### config.mk
export PLATFORM = sky130hd
export DESIGN_NAME = sleep_wake_event_latch
export DESIGN_NICKNAME = d
export VERILOG_FILES = /design/src/design/wake_pkg.sv /design/src/design/wake_event_if.sv /design/src/design/sleep_wake_event_latch.sv /design/src/design/wake_sync.sv /design/src/design/wake_edge.sv
export SDC_FILE = /design/constraint.sdc
export NUM_CORES = 1
export LEC_CHECK = 0
export BUFFER_PORTS_ARGS = -buffer_cell sky130_fd_sc_hd__clkbuf_2
export CORE_UTILIZATION = 52
export CTS_BUF_LIST = sky130_fd_sc_hd__clkbuf_8
export CTS_CLUSTER_SIZE = 12
export DETAILED_ROUTE_END_ITERATION = 6
export PLACE_DENSITY = 0.78
export SLEW_MARGIN = 40
export SYNTH_ARGS = -nofsm -noshare
export SYNTH_HDL_FRONTEND = slang
export SYNTH_SLANG_ARGS = --single-unit
### constraint.sdc
create_clock -name ref_clk -period 1.6 [get_ports ref_clk]
set_clock_uncertainty 0.1 [all_clocks]
set_input_delay 0.32 -clock ref_clk [delete_from_list [all_inputs] [get_ports ref_clk]]
set_output_delay 0.32 -clock ref_clk [all_outputs]
set_load 0.005 [all_outputs]
### src/design/wake_pkg.sv
package wake_pkg;
  // Core data-space register addresses
  localparam logic [15:0] ADDR_SRC1  = 16'h7F2A;
  localparam logic [15:0] ADDR_SRC2  = 16'h7F2B;
  localparam logic [15:0] ADDR_MASK1 = 16'h7F2C;
  localparam logic [15:0] ADDR_MASK2 = 16'h7F2D;
  localparam logic [15:0] ADDR_SRC3  = 16'h7F35;
  localparam logic [15:0] ADDR_MASK3 = 16'h7F36;
  // Reset values
  localparam logic [7:0]  SRC_RST    = 8'h00;
  localparam logic [7:0]  MASK12_RST = 8'h00;
  localparam logic [7:0]  MASK3_RST  = 8'hFF;
  localparam logic [4:0]  SRC3_RSVD  = 5'h00;
  // Event vector: the three source registers side by side, bit 8*r+b
  localparam int          EVT_W      = 24;
  localparam int          SRC3_W     = 3;
  localparam int          PIN_W      = 23;
  localparam logic [23:0] RISE_MASK  = 24'h013C03;
  localparam logic [23:0] FALL_MASK  = 24'h06FBFE;
  // Bit positions within the event vector
  localparam int B_ALARM  = 0;
  localparam int B_TOG1   = 1;
  localparam int B_BUS    = 4;
  localparam int B_HIB    = 10;
  localparam int B_ANYKEY = 16;
  localparam int B_IRSHR  = 17;
  localparam int B_INFRARED_RECEIVE_PIN   = 18;
  // Register select codes
  typedef enum logic [2:0] {
    SEL_NONE  = 3'b000,
    SEL_SRC1  = 3'b001,
    SEL_SRC2  = 3'b010,
    SEL_SRC3  = 3'b011,
    SEL_MASK1 = 3'b100,
    SEL_MASK2 = 3'b101,
    SEL_MASK3 = 3'b110
  } reg_sel_t;
endpackage

### src/design/wake_event_if.sv
`timescale 1ns/100ps
`default_nettype none
interface wake_event_if #(parameter int W = 24);
  logic [W-1:0] level;
  logic [W-1:0] pulse;
  logic         primed;
  // Detector samples levels and returns one-cycle edge pulses
  modport det (input level, output pulse, output primed);
  modport usr (output level, input pulse, input primed);
endinterface
`default_nettype wire

### src/design/sleep_wake_event_latch.sv
`timescale 1ns/100ps
`default_nettype none
module sleep_wake_event_latch
  import wake_pkg::*;
(
  // Clock and reset
  input  wire logic        ref_clk,
  input  wire logic        resetn,
  // Core external data-space port
  input  wire logic [15:0] xd_addr,
  input  wire logic        xd_rd,
  input  wire logic        xd_wr,
  input  wire logic [7:0]  xd_wdata,
  output logic      [7:0]  xd_rdata,
  // Falling-edge wake pins
  input  wire logic        falling_input_1,
  input  wire logic        falling_input_2,
  input  wire logic        falling_input_3,
  input  wire logic        falling_input_4,
  input  wire logic        falling_input_5,
  input  wire logic        falling_input_6,
  input  wire logic        general_purpose_wake_input_n,
  input  wire logic        ring_indicator_1_n,
  input  wire logic        ring_indicator_2_n,
  // Either-edge wake pins
  input  wire logic        toggle_input_1,
  input  wire logic        toggle_input_2,
  input  wire logic        toggle_input_3,
  input  wire logic        toggle_input_4,
  // Keyboard scan, shared I/O and infrared receive pins
  input  wire logic [7:0]  keyboard_scan_input,
  input  wire logic        shared_io_pin_eight,
  input  wire logic        infrared_receive_pin,
  // Internal event sources, same clock domain
  input  wire logic        clock_alarm_event,
  input  wire logic        hibernation_countdown_zero,
  input  wire logic        bus_data_activity,
  // Sleep control
  input  wire logic        core_sleep,
  output logic             wake_request,
  output logic             osc_start
);
  logic [PIN_W-1:0] pin_raw;
  logic [PIN_W-1:0] pin_s;
  logic [7:0]       ksi_s;
  logic             any_key_activity;
  logic [7:0]       src1_q;
  logic [7:0]       src2_q;
  logic [SRC3_W-1:0] src3_q;
  logic [7:0]       mask1_q;
  logic [7:0]       mask2_q;
  logic [SRC3_W-1:0] mask3_q;
  logic [7:0]       rdata_q;
  logic [7:0]       rdata_d;
  logic [7:0]       pend1;
  logic [7:0]       pend2;
  logic [SRC3_W-1:0] pend3;
  reg_sel_t         sel;
  logic             rd_src1;
  logic             rd_src2;
  logic             rd_src3;
  logic [EVT_W-1:0] evt;

  wake_event_if #(.W(EVT_W)) ev_if ();

  // Pins gathered for the synchroniser
  assign pin_raw = {infrared_receive_pin, shared_io_pin_eight, keyboard_scan_input,
                    ring_indicator_2_n, ring_indicator_1_n, general_purpose_wake_input_n,
                    toggle_input_4, toggle_input_3, toggle_input_2, toggle_input_1,
                    falling_input_6, falling_input_5, falling_input_4, falling_input_3,
                    falling_input_2, falling_input_1};

  // Every pin passes two flip-flops before any logic looks at it
  wake_sync #(.W(PIN_W)) u_sync (
    .ref_clk  (ref_clk),
    .async_in (pin_raw),
    .sync_out (pin_s)
  );

  assign ksi_s = pin_s[20:13];

  // Any scan line low means a key is down
  assign any_key_activity = ~(&ksi_s);

  // Levels laid out in source-register bit order
  assign ev_if.level = {
    5'h00,
    pin_s[22],                 // Falling input 8, infrared receive pin
    pin_s[21],                 // Falling input 7, shared I/O pin
    any_key_activity,          // Any-key, rises when a key goes down
    pin_s[12],                 // Ring indicator 2
    pin_s[11],                 // Ring indicator 1
    pin_s[9],                  // Toggle input 4
    pin_s[7],                  // Toggle input 2
    pin_s[8],                  // Toggle input 3
    hibernation_countdown_zero, // Hibernation countdown
    pin_s[5],                  // Falling input 6
    pin_s[10],                 // General purpose wake input
    pin_s[4],                  // Falling input 5
    pin_s[1],                  // Falling input 2
    pin_s[0],                  // Falling input 1
    bus_data_activity,         // Bus data line falls on activity
    pin_s[2],                  // Falling input 3
    pin_s[3],                  // Falling input 4
    pin_s[6],                  // Toggle input 1
    clock_alarm_event          // Alarm match level
  };

  // Edge detection with per-source polarity
  wake_edge #(.W(EVT_W), .RISE(RISE_MASK), .FALL(FALL_MASK)) u_edge (
    .ref_clk (ref_clk),
    .resetn  (resetn),
    .ev      (ev_if.det)
  );

  assign evt = ev_if.pulse;

  // Address decode
  always_comb begin
    unique case (xd_addr)
      ADDR_SRC1:  sel = SEL_SRC1;
      ADDR_SRC2:  sel = SEL_SRC2;
      ADDR_SRC3:  sel = SEL_SRC3;
      ADDR_MASK1: sel = SEL_MASK1;
      ADDR_MASK2: sel = SEL_MASK2;
      ADDR_MASK3: sel = SEL_MASK3;
      default:    sel = SEL_NONE;
    endcase
  end

  assign rd_src1 = xd_rd && (sel == SEL_SRC1);
  assign rd_src2 = xd_rd && (sel == SEL_SRC2);
  assign rd_src3 = xd_rd && (sel == SEL_SRC3);

  // Source register one: read clears, a same-cycle edge still sets
  always_ff @(posedge ref_clk) begin
    if (!resetn) begin
      src1_q <= SRC_RST;
    end else if (rd_src1) begin
      src1_q <= evt[7:0];
    end else begin
      src1_q <= src1_q | evt[7:0];
    end
  end

  // Source register two
  always_ff @(posedge ref_clk) begin
    if (!resetn) begin
      src2_q <= SRC_RST;
    end else if (rd_src2) begin
      src2_q <= evt[15:8];
    end else begin
      src2_q <= src2_q | evt[15:8];
    end
  end

  // Source register three, only the low three bits exist
  always_ff @(posedge ref_clk) begin
    if (!resetn) begin
      src3_q <= SRC_RST[SRC3_W-1:0];
    end else if (rd_src3) begin
      src3_q <= evt[16+SRC3_W-1:16];
    end else begin
      src3_q <= src3_q | evt[16+SRC3_W-1:16];
    end
  end

  // Mask registers, a 1 masks
  always_ff @(posedge ref_clk) begin
    if (!resetn) begin
      mask1_q <= MASK12_RST;
      mask2_q <= MASK12_RST;
      mask3_q <= MASK3_RST[SRC3_W-1:0];
    end else if (xd_wr) begin
      if (sel == SEL_MASK1) begin
        mask1_q <= xd_wdata;
      end
      if (sel == SEL_MASK2) begin
        mask2_q <= xd_wdata;
      end
      if (sel == SEL_MASK3) begin
        mask3_q <= xd_wdata[SRC3_W-1:0];
      end
    end
  end

  // Read mux; reserved bits of mask three read one, of source three zero
  always_comb begin
    unique case (sel)
      SEL_SRC1:  rdata_d = src1_q;
      SEL_SRC2:  rdata_d = src2_q;
      SEL_SRC3:  rdata_d = {SRC3_RSVD, src3_q};
      SEL_MASK1: rdata_d = mask1_q;
      SEL_MASK2: rdata_d = mask2_q;
      SEL_MASK3: rdata_d = {MASK3_RST[7:SRC3_W], mask3_q};
      default:   rdata_d = 8'h00;
    endcase
  end

  // Read data held until the next read; it shows the value before clearing
  always_ff @(posedge ref_clk) begin
    if (!resetn) begin
      rdata_q <= 8'h00;
    end else if (xd_rd) begin
      rdata_q <= rdata_d;
    end
  end

  assign xd_rdata = rdata_q;

  // Unmasked pending events
  assign pend1 = src1_q & ~mask1_q;
  assign pend2 = src2_q & ~mask2_q;
  assign pend3 = src3_q & ~mask3_q;

  // Straight from the latches, so it needs no clock to reach the oscillator
  assign wake_request = (|pend1) | (|pend2) | (|pend3);

  // Oscillator start while asleep; the core resumes once the clock is stable
  assign osc_start = core_sleep & wake_request;
endmodule
`default_nettype wire

### src/design/wake_sync.sv
`timescale 1ns/100ps
`default_nettype none
module wake_sync #(
  parameter int W = 8
) (
  // Clock
  input  wire logic         ref_clk,
  // Asynchronous levels in, synchronised levels out
  input  wire logic [W-1:0] async_in,
  output logic      [W-1:0] sync_out
);
  logic [W-1:0] meta_q;
  logic [W-1:0] sync_q;

  // No reset: the chain must already hold true pin levels when reset lifts
  always_ff @(posedge ref_clk) begin
    meta_q <= async_in;
    sync_q <= meta_q;
  end

  assign sync_out = sync_q;
endmodule
`default_nettype wire

### src/design/wake_edge.sv
`timescale 1ns/100ps
`default_nettype none
module wake_edge #(
  parameter int           W    = 24,
  parameter logic [W-1:0] RISE = '0,
  parameter logic [W-1:0] FALL = '0
) (
  // Clock and reset
  input  wire logic ref_clk,
  input  wire logic resetn,
  // Levels in, edge pulses out
  wake_event_if.det ev
);
  logic [W-1:0] prev_q;
  logic         primed_q;

  // Previous level, unreset so the first compare is against a real level
  always_ff @(posedge ref_clk) begin
    prev_q <= ev.level;
  end

  // One blind cycle after reset avoids a false edge from stale history
  always_ff @(posedge ref_clk) begin
    if (!resetn) begin
      primed_q <= 1'b0;
    end else begin
      primed_q <= 1'b1;
    end
  end

  // Per-bit edge sensitivity
  assign ev.pulse  = {W{primed_q}} & ((RISE & ev.level & ~prev_q) | (FALL & ~ev.level & prev_q));
  assign ev.primed = primed_q;
endmodule
`default_nettype wire

== After elaboration in Yosys (flattened, before gate mapping) ==
Cells that the tools add are included.
Operators by class
  bitwise gates (word level): 19
  eq/ne operators: 12
  reduce and logical (&&, ||, !) cells: 10
  multiplexer cells: 6
Operators by type and width (count)
  $eq 16x15->1 const B: 6
  $pmux 8 s6: 1
  $and 19x19->19: 2
  $not 19->19: 2
  $and 17x19->19: 1
  $or 19x19->19: 1
  $pmux 3 s6: 1
  $and 8x8->8: 2
  $mux 8: 2
  $not 8->8: 2
  $or 8x8->8: 2
  $reduce_or 8->1: 2
  $eq 3x3->1 const B: 3
  $reduce_and 8->1: 1
  $eq 3x2->1 const B: 2
  $reduce_and 2->1: 3
  $and 3x3->3: 1
  $eq 3x1->1 const B: 1
  $logic_and 1x1->1: 3
  $mux 3: 1
  $not 3->3: 1
  $or 3x3->3: 1
  $reduce_or 3->1: 1
  $or 1x1->1: 2
  3 further kinds: 3
Storage, ports and cells
  logic and storage cells: 58
  register bits: 112
  output and inout port bits: 10
  input port bits: 55

== Depth between registers and ports, before layout ==
  depth in word-level cells: 8
  gate-level depth with buffers: 7
  depth with buffers taken out: 5

== Hierarchy ==
A second synthesis with hierarchy kept.
Second synthesis, totals
  cells, all modules: 372
  area total of the unflattened synthesis: 4115.2 sq um
By module, submodules not included
  sleep_wake_event_latch: instances 1, area an instance 2534.9 sq um, sequential area each 920.9 sq um, cells an instance 275
  wake_sync: instances 1, area an instance 920.9 sq um, sequential area each 920.9 sq um, cells an instance 46
  wake_edge: instances 1, area an instance 659.4 sq um, sequential area each 400.4 sq um, cells an instance 51

== Worst setup path before layout ==
No wires, ideal clock.
  kind: input to register
  from: in xd_addr[15]
  to: reg mask1_q[0]
  data required time: 1.384 ns
  slack: -0.123 ns
  path buffers: 1
  setup time: 0.116 ns
  cell stages on the path: 6
  arrival time: 1.507 ns
  cells stage by stage: nand3b_1 > nor4_4 > and4b_1 > buf_6 > mux2i_1 > nor2b_1
On the way
  cells in the longest elaborated chain, start to end: 4
  elaborated cells on any way between the ends: 9
  those cells by class: 7 x eq/ne; 1 x mux; 1 x reduce/logical
Ends and longest elaborated chain
  start: declaration: line sleep_wake_event_latch.sv:10  | input wire logic [15:0] xd_addr,
  $eq 16x15->1: line sleep_wake_event_latch.sv:120  | unique case (xd_addr)
  $pmux 3 s6 *: line sleep_wake_event_latch.sv:120
  $eq 3x3->1 *: line sleep_wake_event_latch.sv:175  | if (sel == SEL_MASK1) begin
  $reduce_and 2->1 (no source line) *
  end signal: assignment: line sleep_wake_event_latch.sv:176  | mask1_q <= xd_wdata;
  end: declaration: line sleep_wake_event_latch.sv:50  | logic [7:0] mask1_q;
Every way passes the cells marked *; elsewhere a longest branch is shown, timed or not.
A chain may end at the register's enable or synchronous reset.

== Final worst setup path ==
  from: reg mask3_q[0]
  to: out osc_start
On the way
  cells in the longest elaborated chain, start to end: 5
Ends and longest elaborated chain
  start: declaration: line sleep_wake_event_latch.sv:52  | logic [SRC3_W-1:0] mask3_q;
  start signal: assignment: line sleep_wake_event_latch.sv:173  | mask3_q <= MASK3_RST[SRC3_W-1:0];
  start signal: assignment: line sleep_wake_event_latch.sv:182  | mask3_q <= xd_wdata[SRC3_W-1:0];
  $not 3->3: line sleep_wake_event_latch.sv:214  | assign pend3 = src3_q & ~mask3_q;
  $and 3x3->3: line sleep_wake_event_latch.sv:214
  $reduce_or 3->1: line sleep_wake_event_latch.sv:217  | assign wake_request = (|pend1) | (|pend2) | (|pend3);
  $or 1x1->1: line sleep_wake_event_latch.sv:217
  $and 1x1->1: line sleep_wake_event_latch.sv:220  | assign osc_start = core_sleep & wake_request;
  end: declaration: line sleep_wake_event_latch.sv:41  | output logic osc_start
No other way between the ends.

==> impl.org <==
** Status
- Result of the run :: complete, but fails checks
- The checks that failed: negative setup slack.

** Pwr
- The analysis attributes to net switching a power of 1.32 mW.
- For this design the static power due to leakage is 2.25 nW.
- Part of the power in registers :: approximately 58%
- The worst-case IR drop observed on VDD is 694 uV.
- The clock network is responsible for 33.9% of the overall power.
- Cell internal power was estimated by the tool at 3.78 mW.
- Switching share of power :: about a quarter
- Dividing total power by cell area gives a power density of 984 mW/mm2.
- Fraction of power consumed by combinational cells :: 8.0%
- Overall power after layout :: 5.11 mW

** Setup path
- Reg2Reg Capture Point :: xd_rdata[5]
- Data arrives at the worst endpoint at 1.53 ns.
- Endpoint type of the worst setup path :: output pin
- Data required, critical path :: 1.18 ns
- Type of origin of the critical path :: register
- Crit path max fanout :: 2
- Worst Reg-to-Reg Cells :: 5
- Series of cell instances along the critical path :: nand2b_4 > o2111ai_2 > nor3_2 > nand3_1 > and2_4 > clkbuf_2
- Start of the worst register-to-register path :: mask1_q[5]
- Register-to-register path setup slack :: 0.14 ns
- In this design, the stage delay of the slowest critical-path cell is about 0.34 ns.
- Among all stages on the critical path, the largest delay is contributed by dfxtp_2.
- Kind of critical path :: reg2out

** Clocking
- CTS tree :: built
- Buffer type at the clock tree root :: clkbuf_8
- Clock-pin slew was measured on the worst setup and hold paths at 0.12 ns.
- For this design, the sink count on the clock tree is 112.
- CTS Buf Count :: 9
- Buffers from clock root to sink, at most :: 2
- Clock latency on the worst-skew pair :: around 0.39 ns
- The H-tree generated during clock tree synthesis spans 3 levels.

** Logic synthesis
- Top post-synthesis cells by area :: dfxtp_1, nor2b_1, mux2i_1
- Synth unique cells :: 45
- Number of enable-type register cells in the synthesized netlist :: 0
- Cell count after synthesis :: around 350
- The top cell type by area accounts for 59.0% of the synthesized area.
- Ys async rst share :: 0%
- Netlist Area Pre-Place :: 0.00380 mm2
- The most used flip-flop cell after synthesis is dfxtp_1.
- Synthesis inferred about 110 register bits.
- Library cell occupying the most area in the post-synthesis netlist :: dfxtp_1
- Averaged over all synthesized cells, the footprint is 10.9 um2.
- In the synthesized netlist, the cells that appear most often are dfxtp_1, nor2b_1, inv_1.
- The Yosys step of the flow raised 0 warnings.
- Fraction of the yosys area taken by sequential cells :: 59.0%
- Among all cell types in the netlist, the one instantiated most often is dfxtp_1.
- The number of nets handed over by synthesis was 402.

** Worst hold path
- Endpoint of the worst hold path :: mask2_q[5]
- Counting instances, the worst hold path has a depth of 3.
- The tightest min-delay check is of the in2reg type.
- Hold Crit Start :: xd_wdata[5]

** GRT
- Entering global routing, the biggest net connects 45 pins.
- For this run the aggregate overflow at the end of global routing stands at 0.
- Global routing used 24.4% of the available tracks across all layers.
- Wire length of the first global-routing pass :: 13900 um
- The number of global-route vias before repair is 3020.
- The number of antenna violations at the first check in global routing is 0.

** Route
- First-pass DRT Iterations :: 7
- Remaining routing DRC violations :: 0
- Via count normalized by instance count :: 5.32
- Dividing the detail-routed wire length by the instance count gives between 15 and 20 um.
- Detailed router's first-iteration violation count :: 340
- WL final :: 9310 um
- In this run the remaining antenna-violating nets after routing total 0.
- For this block, the via count after detailed routing is ~3100.

** STA
- Final Hold Viols :: 0
- Based on the critical path, the design can be clocked at up to 512 MHz.
- Adding up every negative setup slack in the final design gives -0.703 ns.
- Clock period minus final worst setup slack :: approximately 2.0 ns
- Headroom to the max-slew limit came out at 69.4%.
- Final cycle utilization of the critical path :: 122%
- Final Slew Violations :: 0
- Worst path setup slack after routing :: -0.352 ns
- At the pin with the least slew margin, the transition time is 0.458 ns.
- Hold is met by between 0.1 and 0.15 ns.
- Setup violations remaining at the end of the flow were counted as 2.
- Setup repair after global routing could not meet its margin everywhere.

** Die
- Die extent in y :: slightly below 90 um
- After floorplanning, the core was divided into 30 placement rows.
- Die width :: 87.5 um
- Number of top-level pins :: between 60 and 70
- Core box area :: 0.00691 mm2
- Starting density of the core :: between 50 and 60%
- The die covers 0.00765 mm2.

** Finish
- Share of layout cells above drive strength 1 :: roughly a third
- The number of antenna diodes in the final layout is 0.
- The net count of the finished layout is between 500 and 600.
- Area of all placed cells without fillers :: 0.00519 mm2
- Area Growth Syn to Fin :: 36.7%

** Placement
- Detailed placement finished with a half-perimeter wire length of 6170 um.
- Area post-placement :: around 0.0046 mm2
- Buffers placed on the I/O ports in this run total 64.
- Placer's final routability congestion estimate :: approximately 0.86

** Run
- Number of max-cap violations :: 0
[worst max-delay path, delay by kind of cell (launching register included)]
family,cells,cell delay [ns]
buffers and inverters,1,0.10
DFF,1,0.34
AOI/OAI and AO/OA,1,0.12
and+or+nand+nor,4,0.59
[worst max path at each step]
stage               startpoint           to  slack (ns)  cells after the start
floorplan           xd_addr[6]   mask1_q[0]       -0.11                      6
global placement    xd_addr[6]  xd_rdata[6]       -0.26                      6
detailed placement  xd_addr[6]   mask3_q[1]       -0.31                      8
CTS                 mask2_q[3]    osc_start       -0.37                      5
global route        mask3_q[0]    osc_start       -0.41                      6
finish              mask3_q[0]    osc_start       -0.35                      6
[sequential cells by signal, summed over array words and instances (netlist names)]
| register | count |
|---|---|
| mask1_q | 8 |
| mask2_q | 8 |
| mask3_q | 3 |
| src1_q | 8 |
| src2_q | 8 |
| src3_q | 3 |
| u_edge.ev.primed | 1 |
| u_edge.prev_q | 19 |
| u_sync.meta_q | 23 |
| u_sync.sync_out | 23 |
| xd_rdata | 8 |
[placed cells by master, fill, tap and decap left out, types with 3 or more instances in the layout]
cell type      count
nand2b_1           3
dlygate4sd3_1     26
a32oi_1           14
dfxtp_2            7
a21oi_1            8
dfxtp_1          105
nor4_4             3
nand3_1            8
a22oi_1           11
nand2_1           15
mux2i_1           16
nor2_1            10
a222oi_1           4
o21ai_0            5
xor2_1             4
nor2b_1           36
nand2b_4           4
buf_4             51
clkbuf_8           9
clkbuf_2          64
nand3b_1           3
a22o_1             4
clkinv_8           3
o22ai_1            4
inv_1             28
[cell type report]
type / instances / area, um2
repair buffers: 143 / 995
clock buffers: 9 / 124
flip-flops and latches: 112 / 2250
fillers: 480 / 1710
multi-input cells: 192 / 1500
clock inverters: 7 / 93.8
well taps: 96 / 120
inverters: 29 / 109
[logic make-up after synthesis]
family / Yosys count / synth area share [%]
AO/OA/AOI/OAI: 64 / 12.5
multiplexers: 17 / 4.51
AND/OR/NAND/NOR: 107 / 18.3
buffers and inverters: 43 / 4.68
flip-flops: 112 / 59.0
XOR/XNOR: 4 / 0.922
[layer usage]
metal / vias to the layer above / track usage (%) / wire (um)
li1: 1502 / - / -
met1: 1471 / 28.2 / 3820
met2: 120 / 42.7 / 4670
met3: 35 / 4.08 / 467
met4: 0 / 13.7 / 359
met5: - / 0 / 0
[power groups by stage]
stage          combinational [mW]  sequential [mW]  clock [mW]
2_1_floorplan               0.162             3.00           0
3_3_place_gp                0.317             3.02           0
3_5_place_dp                0.330             3.03           0
4_1_cts                     0.380             2.96        1.76
5_1_grt                     0.443             2.98        1.87
6_report                    0.410             2.97        1.73
[per-stage QoR]
stage / utilization, % / setup WS, ns / instances
floorplan: - / -0.115 / 347
global placement: 66.4 / -0.257 / 543
detailed placement: 66.4 / -0.312 / 543
CTS: 73.4 / -0.372 / 585
global route: 75.2 / -0.412 / 588
finish: 75.2 / -0.352 / 588
[timing repair]
action | 4_1_cts | 5_1_grt
endpoints found under the setup margin | 2 | 9
hold buffers | 26 | 0
endpoints found under the hold margin | 26 | 0
gates cloned | 0 | 1
buffers inserted | 0 | 2
gates resized for setup | 5 | 18
pin swaps | 5 | 4
(Power assumes the default switching activity.)
